[src/pkg/fsc_consts.svh]
// Constants for the flash security gate and clock scaler.
`ifndef FSC_CONSTS_SVH
`define FSC_CONSTS_SVH

// ----------------------------------------------------------------------------
// Register field positions
// ----------------------------------------------------------------------------
`define FSC_SCALER_LOADED_BIT 7
`define FSC_PRESCALE_BIT      6
`define FSC_RATIO_MSB         5
`define FSC_KEY_ACCESS_ENABLE_BIT        5
`define FSC_BACKDOOR_ENABLE_BIT         7
`define FSC_SEC_MSB           1
`define FSC_FPDIS_BIT         0

// ----------------------------------------------------------------------------
// Values
// ----------------------------------------------------------------------------
`define FSC_OPTION_RST        8'hFF
`define FSC_PROT_RST          8'hFF
`define FSC_SEC_OPEN          2'b10
`define FSC_SCALER_RST        8'h00
`define FSC_CONFIG_RST        8'h00
`define FSC_KEY_BYTES         8
`define FSC_PRESCALE_DIV      8

`endif

[src/pkg/fsc_pkg.sv]
// Types shared by the flash security gate and clock scaler.
package fsc_pkg;

  typedef enum logic [1:0] {
    FSC_ACC_NONE  = 2'b00,
    FSC_ACC_CPU_S = 2'b01,
    FSC_ACC_CPU_U = 2'b10,
    FSC_ACC_BDC   = 2'b11
  } fsc_src_t;

  typedef enum logic [1:0] {
    FSC_KEY_IDLE  = 2'b00,
    FSC_KEY_ENTRY = 2'b01,
    FSC_KEY_FAIL  = 2'b10
  } fsc_key_state_t;

endpackage

[src/hdl/fsc_clk_div.sv]
// Flash timing clock divider with optional divide-by-eight prescale.
`timescale 1ns/1ps
`include "fsc_consts.svh"
module fsc_clk_div #(
  parameter int RATIO_W = 6
) (
  input  wire logic               i_ref_clk,
  input  wire logic               i_rst,
  input  wire logic               i_run,
  input  wire logic               i_prescale,
  input  wire logic [RATIO_W-1:0] i_ratio,
  output logic                    o_tick
);

  logic [2:0]         pre_cnt_ff;
  logic [RATIO_W-1:0] div_cnt_ff;
  logic               pre_tick;
  logic               src_tick;

  // ----------------------------------------------------------------------------
  // Prescaler
  // ----------------------------------------------------------------------------
  assign pre_tick = (pre_cnt_ff == 3'h7);
  assign src_tick = i_prescale ? pre_tick : 1'b1;

  always_ff @(posedge i_ref_clk or posedge i_rst) begin
    if (i_rst) begin
      pre_cnt_ff <= 3'h0;
    end else if (!i_run) begin
      pre_cnt_ff <= 3'h0;
    end else begin
      pre_cnt_ff <= pre_cnt_ff + 3'h1;
    end
  end

  // ----------------------------------------------------------------------------
  // Ratio divider: one tick every ratio plus one selected input cycles.
  // ----------------------------------------------------------------------------
  always_ff @(posedge i_ref_clk or posedge i_rst) begin
    if (i_rst) begin
      div_cnt_ff <= '0;
      o_tick     <= 1'b0;
    end else if (!i_run) begin
      div_cnt_ff <= '0;
      o_tick     <= 1'b0;
    end else begin
      o_tick <= 1'b0;
      if (src_tick) begin
        if (div_cnt_ff == i_ratio) begin
          div_cnt_ff <= '0;
          o_tick     <= 1'b1;
        end else begin
          div_cnt_ff <= div_cnt_ff + RATIO_W'(1);
        end
      end
    end
  end

endmodule // fsc_clk_div

[src/hdl/fsc_pulse_timer.sv]
// Counts whole flash clock pulses for one program or erase operation.
`timescale 1ns/1ps
module fsc_pulse_timer #(
  parameter int CNT_W = 16
) (
  input  wire logic             i_ref_clk,
  input  wire logic             i_rst,
  input  wire logic             i_start,
  input  wire logic [CNT_W-1:0] i_pulses,
  input  wire logic             i_tick,
  output logic                  o_busy,
  output logic                  o_done
);

  logic [CNT_W-1:0] left_ff;

  // Each step ends on a flash clock tick; the first step can be a partial cycle, so timing is a pulse count.
  always_ff @(posedge i_ref_clk or posedge i_rst) begin
    if (i_rst) begin
      left_ff <= '0;
      o_busy  <= 1'b0;
      o_done  <= 1'b0;
    end else begin
      o_done <= 1'b0;
      if (!o_busy && i_start && i_pulses != '0) begin
        left_ff <= i_pulses;
        o_busy  <= 1'b1;
      end else if (o_busy && i_tick) begin
        if (left_ff == {{(CNT_W-1){1'b0}}, 1'b1}) begin
          o_busy <= 1'b0;
          o_done <= 1'b1;
        end
        left_ff <= left_ff - CNT_W'(1);
      end
    end
  end

endmodule // fsc_pulse_timer

[src/hdl/fsc_flash_sec.sv]
// Flash security gate, backdoor key unlock and flash clock scaler.
//
// Contract
// - Secured: untrusted memory and config writes dropped, reads zero.
// - Code 1:0 unsecured, other three secured.
// - Reset reloads option byte into option register.
// - Secured: debug module enable refused.
// - Secured: background mode only by pin strap.
// - Backdoor enable 0 disables key unlock.
// - Key access on: key writes are comparisons.
// - Key match on clear: code becomes 1:0.
// - Key writes accepted only from secure code.
// - Protection register writable only by debug.
// - Blank flash check disengages security.
// - Loaded flag read-only, set by first write.
// - Scaler low bits write once after reset.
// - Program and erase disabled until loaded.
// - Prescale bit selects bus or bus/8.
// - Flash clock is input over ratio plus one.
// - Operations timed in whole flash clock pulses.
// - Key access enable is config bit 5.
// - Security code in option bits 1:0.
// - Backdoor enable is option bit 7.
`timescale 1ns/1ps
`include "fsc_consts.svh"
module fsc_flash_sec
  import fsc_pkg::*;
#(
  parameter int PULSE_W = 16
) (
  input  wire logic             i_ref_clk,
  input  wire logic             i_rst,
  // Nonvolatile contents presented by the array.
  input  wire logic [7:0]       i_nv_option_byte,
  input  wire logic [7:0]       i_nv_protection_byte,
  input  wire logic [63:0]      i_nv_backdoor_key,
  input  wire logic             i_debug_mode_pin,
  // Register access.
  input  wire logic             i_scaler_wr,
  input  wire logic             i_config_wr,
  input  wire logic             i_prot_wr,
  input  wire logic [7:0]       i_wdata,
  input  fsc_pkg::fsc_src_t     i_src,
  // Memory access to secure resources (flash or RAM).
  input  wire logic             i_mem_rd,
  input  wire logic             i_mem_wr,
  input  wire logic             i_key_loc,
  input  wire logic [2:0]       i_key_idx,
  input  wire logic [7:0]       i_mem_rdata,
  // Flash operations.
  input  wire logic             i_op_start,
  input  wire logic [PULSE_W-1:0] i_op_pulses,
  input  wire logic             i_blank_ok,
  input  wire logic             i_dbg_en_req,
  output logic [7:0]            o_flash_clock_scaler,
  output logic [7:0]            o_flash_option_reg,
  output logic [7:0]            o_flash_config_reg,
  output logic [7:0]            o_protection_reg,
  output logic                  o_secured,
  output logic [7:0]            o_mem_rdata,
  output logic                  o_mem_wr_ok,
  output logic                  o_cmd_start,
  output logic                  o_dbg_en,
  output logic                  o_bkgd_active,
  output logic                  o_op_busy,
  output logic                  o_op_done,
  output logic                  o_fclk_tick
);

  import fsc_pkg::*;

  // ----------------------------------------------------------------------------
  // Declarations
  // ----------------------------------------------------------------------------
  logic [7:0]     scaler_ff;
  logic [7:0]     option_ff;
  logic [7:0]     config_ff;
  logic [7:0]     prot_ff;
  logic           load_pend_ff;
  logic           pin_meta_ff;
  logic           pin_sync_ff;
  logic           strap_done_ff;
  logic           key_ok_ff;
  logic [3:0]     key_cnt_ff;
  logic           key_last_ff;
  fsc_key_state_t key_st_ff;
  fsc_key_state_t nxt_key_st;
  logic           secured;
  logic           trusted;
  logic           key_wr;
  logic           key_access_enable;
  logic           tick;
  logic           busy;
  logic           done;
  logic [7:0]     key_byte;

  assign secured  = (option_ff[`FSC_SEC_MSB:0] != `FSC_SEC_OPEN);
  assign trusted  = !secured || (i_src == FSC_ACC_CPU_S);
  assign key_access_enable   = config_ff[`FSC_KEY_ACCESS_ENABLE_BIT];
  assign key_wr   = i_mem_wr && i_key_loc && key_access_enable && (i_src == FSC_ACC_CPU_S);
  assign key_byte = i_nv_backdoor_key[{i_key_idx, 3'b000} +: 8];

  // ----------------------------------------------------------------------------
  // Option and protection registers loaded from nonvolatile bytes
  // ----------------------------------------------------------------------------
  // Reset forces a constant; the first clocked cycle after release copies
  // the nonvolatile bytes, so a port value is never loaded asynchronously.
  always_ff @(posedge i_ref_clk or posedge i_rst) begin
    if (i_rst) begin
      load_pend_ff <= 1'b1;
    end else begin
      load_pend_ff <= 1'b0;
    end
  end

  always_ff @(posedge i_ref_clk or posedge i_rst) begin
    if (i_rst) begin
      option_ff <= `FSC_OPTION_RST;
    end else if (load_pend_ff) begin
      option_ff <= i_nv_option_byte;
    end else if (key_st_ff == FSC_KEY_ENTRY && i_config_wr && !i_wdata[`FSC_KEY_ACCESS_ENABLE_BIT]
                 && key_ok_ff && key_cnt_ff == 4'(`FSC_KEY_BYTES)
                 && option_ff[`FSC_BACKDOOR_ENABLE_BIT]) begin
      option_ff[`FSC_SEC_MSB:0] <= `FSC_SEC_OPEN;
    end else if (i_blank_ok) begin
      option_ff[`FSC_SEC_MSB:0] <= `FSC_SEC_OPEN;
    end
  end

  always_ff @(posedge i_ref_clk or posedge i_rst) begin
    if (i_rst) begin
      prot_ff <= `FSC_PROT_RST;
    end else if (load_pend_ff) begin
      prot_ff <= i_nv_protection_byte;
    end else if (i_prot_wr && i_src == FSC_ACC_BDC) begin
      prot_ff <= i_wdata;
    end
  end

  // ----------------------------------------------------------------------------
  // Configuration register
  // ----------------------------------------------------------------------------
  always_ff @(posedge i_ref_clk or posedge i_rst) begin
    if (i_rst) begin
      config_ff <= `FSC_CONFIG_RST;
    end else if (i_config_wr && trusted) begin
      config_ff <= {2'b00, i_wdata[`FSC_KEY_ACCESS_ENABLE_BIT], 5'b0_0000};
    end
  end

  // ----------------------------------------------------------------------------
  // Backdoor key comparison
  // ----------------------------------------------------------------------------
  always_comb begin
    nxt_key_st = key_st_ff;
    case (key_st_ff)
      FSC_KEY_IDLE: begin
        if (i_config_wr && trusted && i_wdata[`FSC_KEY_ACCESS_ENABLE_BIT]) begin
          nxt_key_st = FSC_KEY_ENTRY;
        end
      end
      FSC_KEY_ENTRY: begin
        if (i_config_wr && !i_wdata[`FSC_KEY_ACCESS_ENABLE_BIT]) begin
          nxt_key_st = FSC_KEY_IDLE;
        end else if (key_wr && (key_last_ff || key_byte != i_wdata
                     || {1'b0, i_key_idx} != key_cnt_ff)) begin
          nxt_key_st = FSC_KEY_FAIL;
        end
      end
      FSC_KEY_FAIL: begin
        if (i_config_wr && !i_wdata[`FSC_KEY_ACCESS_ENABLE_BIT]) begin
          nxt_key_st = FSC_KEY_IDLE;
        end
      end
      default: nxt_key_st = FSC_KEY_IDLE;
    endcase
  end

  always_ff @(posedge i_ref_clk or posedge i_rst) begin
    if (i_rst) begin
      key_st_ff <= FSC_KEY_IDLE;
    end else begin
      key_st_ff <= nxt_key_st;
    end
  end

  // Adjacent key writes are not supported; back-to-back writes fail the entry.
  always_ff @(posedge i_ref_clk or posedge i_rst) begin
    if (i_rst) begin
      key_cnt_ff  <= 4'h0;
      key_ok_ff   <= 1'b0;
      key_last_ff <= 1'b0;
    end else begin
      key_last_ff <= key_wr;
      if (key_st_ff == FSC_KEY_IDLE) begin
        key_cnt_ff <= 4'h0;
        key_ok_ff  <= 1'b1;
      end else if (key_wr) begin
        key_cnt_ff <= key_cnt_ff + 4'h1;
        if (nxt_key_st == FSC_KEY_FAIL) begin
          key_ok_ff <= 1'b0;
        end
      end
    end
  end

  // ----------------------------------------------------------------------------
  // Clock scaler register
  // ----------------------------------------------------------------------------
  always_ff @(posedge i_ref_clk or posedge i_rst) begin
    if (i_rst) begin
      scaler_ff <= `FSC_SCALER_RST;
    end else if (i_scaler_wr && !scaler_ff[`FSC_SCALER_LOADED_BIT]) begin
      scaler_ff <= {1'b1, i_wdata[`FSC_PRESCALE_BIT:0]};
    end
  end

  fsc_clk_div #(
    .RATIO_W (6)
  ) u_div (
    .i_ref_clk  (i_ref_clk),
    .i_rst      (i_rst),
    .i_run      (scaler_ff[`FSC_SCALER_LOADED_BIT]),
    .i_prescale (scaler_ff[`FSC_PRESCALE_BIT]),
    .i_ratio    (scaler_ff[`FSC_RATIO_MSB:0]),
    .o_tick     (tick)
  );

  fsc_pulse_timer #(
    .CNT_W (PULSE_W)
  ) u_timer (
    .i_ref_clk (i_ref_clk),
    .i_rst     (i_rst),
    .i_start   (i_op_start && scaler_ff[`FSC_SCALER_LOADED_BIT]),
    .i_pulses  (i_op_pulses),
    .i_tick    (tick),
    .o_busy    (busy),
    .o_done    (done)
  );

  // ----------------------------------------------------------------------------
  // Debug strap and registered outputs
  // ----------------------------------------------------------------------------
  // The synchroniser runs through reset, so the level held at release is settled when captured.
  always_ff @(posedge i_ref_clk) begin
    pin_meta_ff <= i_debug_mode_pin;
    pin_sync_ff <= pin_meta_ff;
  end

  always_ff @(posedge i_ref_clk or posedge i_rst) begin
    if (i_rst) begin
      strap_done_ff <= 1'b0;
      o_bkgd_active <= 1'b0;
    end else begin
      if (!strap_done_ff && !load_pend_ff) begin
        strap_done_ff <= 1'b1;
        o_bkgd_active <= !pin_sync_ff;
      end
    end
  end

  always_ff @(posedge i_ref_clk or posedge i_rst) begin
    if (i_rst) begin
      o_flash_clock_scaler <= 8'h00;
      o_flash_option_reg   <= `FSC_OPTION_RST;
      o_flash_config_reg   <= 8'h00;
      o_protection_reg     <= `FSC_PROT_RST;
      o_secured            <= 1'b1;
      o_mem_rdata          <= 8'h00;
      o_mem_wr_ok          <= 1'b0;
      o_cmd_start          <= 1'b0;
      o_dbg_en             <= 1'b0;
      o_op_busy            <= 1'b0;
      o_op_done            <= 1'b0;
      o_fclk_tick          <= 1'b0;
    end else begin
      o_flash_clock_scaler <= scaler_ff;
      o_flash_option_reg   <= option_ff;
      o_flash_config_reg   <= config_ff;
      o_protection_reg     <= prot_ff;
      o_secured            <= secured;
      o_mem_rdata          <= (i_mem_rd && trusted) ? i_mem_rdata : 8'h00;
      o_mem_wr_ok          <= i_mem_wr && trusted && !key_wr;
      o_cmd_start          <= i_mem_wr && trusted && !(i_key_loc && key_access_enable)
                              && scaler_ff[`FSC_SCALER_LOADED_BIT];
      o_dbg_en             <= i_dbg_en_req && !secured;
      o_op_busy            <= busy;
      o_op_done            <= done;
      o_fclk_tick          <= tick;
    end
  end

endmodule // fsc_flash_sec

[config.mk]
export PLATFORM = sky130hd
export DESIGN_NAME = fsc_flash_sec
export DESIGN_NICKNAME = d
export VERILOG_FILES = /design/src/pkg/fsc_pkg.sv /design/src/hdl/fsc_clk_div.sv /design/src/hdl/fsc_pulse_timer.sv /design/src/hdl/fsc_flash_sec.sv
export VERILOG_INCLUDE_DIRS = /design/src /design/src/pkg
export SDC_FILE = /design/constraint.sdc
export NUM_CORES = 1
export LEC_CHECK = 0
export BUFFER_PORTS_ARGS = -buffer_cell sky130_fd_sc_hd__buf_2
export CORE_MARGIN = 5
export CORE_UTILIZATION = 35
export CTS_CLUSTER_DIAMETER = 60
export DETAILED_ROUTE_END_ITERATION = 10
export SYNTH_ARGS = -nofsm -noshare
export SYNTH_HDL_FRONTEND = slang
export SYNTH_SLANG_ARGS = --single-unit
[constraint.sdc]
create_clock -name i_ref_clk -period 6.09 [get_ports i_ref_clk]
set_input_delay 1.218 -clock i_ref_clk [delete_from_list [all_inputs] [get_ports i_ref_clk]]
set_output_delay 1.218 -clock i_ref_clk [all_outputs]
set_load 0.03 [all_outputs]
# Word level (Yosys, flattened, before mapping)
# Cells that the tools add are included.
[op_classes]
n_eq_ne = 13
n_addsub = 4
muxes = 32
n_reduce_logical = 48
shift = 1
[ops]
columns = ["cell", "n"]
rows = [
  ["indexed part select 64 x 7 -> 8 bit", 1],
  ["two-way mux 16 bit", 2],
  ["logical AND 1 bit", 26],
  ["two-way mux 8 bit", 3],
  ["two-way mux 6 bit", 3],
  ["== test 16 x 1 -> 1 bit (second input constant)", 1],
  ["nonzero test 16 bit", 1],
  ["subtractor 16 x 1 -> 16 bit (second input constant)", 1],
  ["two-way mux 2 bit", 7],
  ["two-way mux 1 bit", 13],
  ["nonzero test 2 bit", 5],
  ["zero test 1 bit", 9],
  ["two-way mux 4 bit", 2],
  ["inequality test 8 bit", 1],
  ["adder 6 x 1 -> 6 bit (second input constant)", 1],
  ["== test 2 bit (second input constant)", 3],
  ["== test 6 bit", 1],
  ["one-hot mux 2 bit (3 select lines)", 1],
  ["adder 4 x 1 -> 4 bit (second input constant)", 1],
  ["== test 2 x 1 -> 1 bit (second input constant)", 2],
  ["== test 4 bit (second input constant)", 1],
  ["inequality test 3 x 4 -> 1 bit", 1],
  ["AND reduction 2 bit", 2],
  ["adder 3 x 1 -> 3 bit (second input constant)", 1],
  ["other kinds (7)", 9],
]
[word_totals]
output_inout_bits = 48
regBits = 106

# Longest topological paths before layout
[depth]
ltp_word = 12
depth_mapped = 9
depth_no_buf = 7

# Cells and area by module
# Synthesis repeated with hierarchy kept, for this count alone.
[unflattened]
hier_cells = 419
hier_area_um2 = 5006.1
[by_module_without_submodules]
columns = ["mod", "n_inst", "seq_area_each_um2", "cells_per_inst", "area_each_um2"]
rows = [
  ["fsc_flash_sec", 1, 1984.4, 255, 3405.8],
  ["fsc_pulse_timer", 1, 450.4, 114, 1067.3],
  ["fsc_clk_div", 1, 250.2, 50, 533.0],
]

# Least setup slack after synthesis
# OpenSTA, ideal clock, no wires.
[synth_timing]
path_kind = "input to register"
from = "input i_key_idx[0]"
to = "register key_st_ff[1]"
arrival_ns = 3.179
path_buffers = 3
setup_slack_ns = 2.791
stages = 9
cell_sequence = "buf_6 buf_6 buf_2 mux2i_1 a221oi_1 xnor2_1 nand4_1 or4_4 a31o_1"
[synth_via]
elab_chain_cells = 8
elab_cells_between_ends = 9
classes_between = "eq/ne: 2; shift: 1; mux: 3; reduce/logical: 3"
[synth_rtl]
columns = ["element", "line", "source"]
rows = [
  ["start: declaration", "fsc_flash_sec.sv:48", "input wire logic [2:0] i_key_idx,"],
  ["indexed part select 64 x 7 -> 8 bit", "fsc_flash_sec.sv:101", "assign key_byte = i_nv_backdoor_key[{i_key_idx, 3'b000} +: 8];"],
  ["inequality test 8 bit", "fsc_flash_sec.sv:165", "end else if (key_wr && (key_last_ff || key_byte != i_wdata"],
  ["logical OR 1 bit", "fsc_flash_sec.sv:165", ""],
  ["logical OR 1 bit (*)", "fsc_flash_sec.sv:166", "|| {1'b0, i_key_idx} != key_cnt_ff)) begin"],
  ["logical AND 1 bit (*)", "fsc_flash_sec.sv:165", ""],
  ["two-way mux 2 bit (*)", "fsc_flash_sec.sv:165", ""],
  ["two-way mux 2 bit (*)", "fsc_flash_sec.sv:163", "if (i_config_wr && !i_wdata[`FSC_KEY_ACCESS_ENABLE_BIT]) begin"],
  ["one-hot mux 2 bit (3 select lines) (*)", "fsc_flash_sec.sv:156", "case (key_st_ff)"],
  ["net nxt_key_st[1]", "fsc_flash_sec.sv:87", "fsc_key_state_t nxt_key_st;"],
  ["end signal: assignment", "fsc_flash_sec.sv:183", "key_st_ff <= nxt_key_st;"],
  ["end: declaration", "fsc_flash_sec.sv:86", "fsc_key_state_t key_st_ff;"],
]
# Mark *: on every way through the listed nets, which the timed path passes. The rest lies on a longest branch.
# A chain may end at the register's enable or synchronous reset.

# Final worst setup path
# Same ends and word-level chain as after synthesis.

==> flow_metrics.py <==
metrics = {
    "floorplan": {
        "core-area_sq_um": 13800,
        "dieWidth_um": 128,
        "initial_utilization_pct": 35.3,
        "rows": 43,
        "fp.dieH_um": 128,
        "ioPinCount": 177,
        "dieArea_sq_um": 16300,
    },
    "power": {
        "clockPowerShare_pct": 28.2,
        "vdd_ir_drop_max_uv": 123,
        "combPwrFrac_pct": 22.5,
        "power_frac_seq_pct": 49.3,
        "switching_share_pct": 30.4,
        "p_leak_nw": 2.89,
        "power_mw": 1.92,
        "intPower_mw": 1.34,
        "power_density_nw_per_um2": 314,
        "p_sw_mw": 0.583,
    },
    "routing": {
        "drt_iter0_markers": 221,
        "wl_per_cell_um": 16.0,
        "totalWireLength_um": 12300,
        "drc": 0,
        "ant_nets": 0,
        "vias": 3779,
        "firstDrtPassIters": 4,
        "viasPerCell": 4.91,
    },
    "clocking": {
        "cts_made_buffers": 9,
        "cts_sinks": 106,
        "clk_path_buf_depth": 2,
        "cts_hold_buf": 0,
        "cts_tree": "built",
        "cts-htree-levels": 3,
        "postCtsResizedCells": 0,
        "cts_root_buf": "clkbuf_16",
        "cts.clk_slew.worst_paths_ns": 0.07,
        "post_cts_buffers": 0,
        "clock_latency_ns": 0.34,
    },
    "sta": {
        "rsz0062_at_grt": "no",
        "period_needed_ns": 3.41,
        "hold_viol": 0,
        "tightest_slew_ns": 0.738,
        "slew_headroom_pct": 50.8,
        "clock.fmax_ghz": 0.294,
        "hold_slack_ns": 0.328,
        "setup_tns_ns": 0,
        "finalCritPeriodShare_pct": 55.9,
        "fin_skew_ns": 0.00553,
        "setup_viol": 0,
        "slew_violations": 0,
    },
    "layout": {
        "top_register": "u_timer.left_ff",
        "antennaDiodeCount": 0,
        "drive_gt1_share_pct": 43.2,
        "syn_to_final_growth_pct": 26.0,
        "largest_reg_flops": 16,
        "fillers": 1349,
        "nets": 721,
    },
    "logic_synthesis": {
        "synth_enable_flop_cells": 0,
        "synth_commonest_cells": "dfrtp_1 (70), nand2_1 (41), dfstp_2 (34)",
        "syn_inst": 419,
        "synth_area_leaders": "dfrtp_1 (36%), dfstp_2 (18%), mux2_2 (5.6%)",
        "ys_seq_area_share_pct": 55.3,
        "synth_most_common_cell": "dfrtp_1",
        "ys.flop_type": "dfrtp_1",
        "synth_top_cell_area_share_pct": 36.0,
        "synth-seq-cells": 106,
        "synth_area_leader_cell": "dfrtp_1",
        "postSynthAreaPerCell_sq_um": 11.6,
        "synthArstFlopShare_pct": 98.1,
        "yosysWarnings": 0,
        "ys_types": 48,
        "syn_area_sq_um": 4860,
    },
    "setup_path": {
        "startpoint": "i_key_idx[0]",
        "endpoint_kind": "flop",
        "path_cells": "buf_2, mux4_2, mux2i_1, xor2_1, nand4_1, or4_4, a31o_1",
        "crit_fanout": 27,
        "crit_family": "multiplexers",
        "reg2reg_depth": 5,
        "crit_arrival_ns": 3.63,
        "crit_type": "in -> reg",
        "critPathSlowestCell": "mux4_2",
        "slowest_delay_ns": 0.58,
        "cp_data_required_time_ns": 6.32,
        "timing.rr.start": "scaler_ff[7]",
        "start_kind": "input pin",
        "path_depth": 7,
        "worst-path-buf-inv": 1,
    },
    "global_route": {
        "grt_overflow": 0,
        "gr-usage-all-layers_pct": 15.4,
        "grt_pass1_wl_um": 20100,
        "first_global_vias": 4038,
        "grt_max_degree": 56,
        "antenna_found_initial": 0,
    },
    "worst_hold_path": {
        "min_from": "pin_meta_ff",
        "min_path_cells": 0,
        "min_path_type": "reg -> reg",
    },
    "run": {
        "drv_cap": 0,
    },
    "status": {
        "status": "completed",
    },
    "placed_design": {
        "io_buffers": 169,
        "place_congestion": 0.870,
        "place_hpwl_um": 9710,
    },
}
[cells in the final DEF (no fill, tap or decap), types with 15 or more instances in the layout]
cell type,count
nand2_1,41
buf_2,169
nand3_1,17
o21ai_0,19
mux2_2,24
nor2_1,21
dfrtp_1,70
mux2i_1,21
dfstp_2,34
xnor2_1,15
[per-layer routing]
layer	global-route usage [%]	up-vias	wire length, um
met4	6.05	0	294
li1	-	1804	-
met5	0	-	0
met2	24.9	177	5680
met1	19.6	1775	5230
met3	4.42	23	1150
[final timing paths]
kind | end | slack (ns)
worst min-delay path | pin_sync_ff | 0.33
worst min register to register | pin_sync_ff | 0.33
worst max register to register | u_timer.left_ff[0] | 3.82
worst max-delay path | key_st_ff[1] | 2.68
min in group asynchronous | o_mem_rdata[1] | 0.98
max in group asynchronous | u_timer.left_ff[15] | 4.03
[cell type report]
cell class | instances | area (sq um) | share of cell area [%]
clock buffer | 13 | 260 | 4.25
tap | 180 | 225 | 3.68
inverter | 10 | 40.0 | 0.654
clock inverter | 3 | 22.5 | 0.368
sequential | 106 | 2690 | 43.8
multi-input combinational | 288 | 2040 | 33.3
timing repair buffer | 170 | 853 | 13.9
[worst reg2reg max path, stage by stage (launching register included)]
cell and delay (ns):
dfrtp_1 0.61, nand2_1 0.12, nor2_1 0.24, and2_1 0.66, a21oi_1 0.17, a221o_1 0.34
[per-stage QoR]
| step | area, sq um | util (%) | std cells | worst slack [ns] |
|---|---|---|---|---|
| 6_report | 6120 | 44.5 | 770 | 2.68 |
| 5_1_grt | 6120 | 44.5 | 770 | 2.58 |
| 2_1_floorplan | 4890 | - | 426 | 2.20 |
| 3_5_place_dp | 5840 | 42.4 | 754 | 2.31 |
| 4_1_cts | 6120 | 44.5 | 770 | 2.68 |
| 3_3_place_gp | 5840 | 42.4 | 754 | 2.37 |
[power by group through the flow]
stage               combinational [mW]  clock [mW]  sequential, mW
global route                     0.484       0.596           0.965
CTS                              0.439       0.567           0.946
detailed placement               0.436           0           0.958
finish                           0.432       0.541           0.947
global placement                 0.420           0           0.951
floorplan                        0.260           0           0.981
[kinds of logic (layout without fill, tap and decap cells)]
logic type | after synthesis | count (layout) | share of synthesized area (%)
compound gates | 53 | 53 | 6.98
xor+xnor | 28 | 28 | 5.05
fa+ha+maj | 7 | 7 | 1.80
buf+inv | 32 | 196 | 3.35
flops | 106 | 106 | 55.3
mux | 51 | 51 | 12.7
other cells | 1 | 8 | 0.0772
simple gates | 141 | 141 | 14.8
Note: power is estimated with default switching activity, not from simulation.
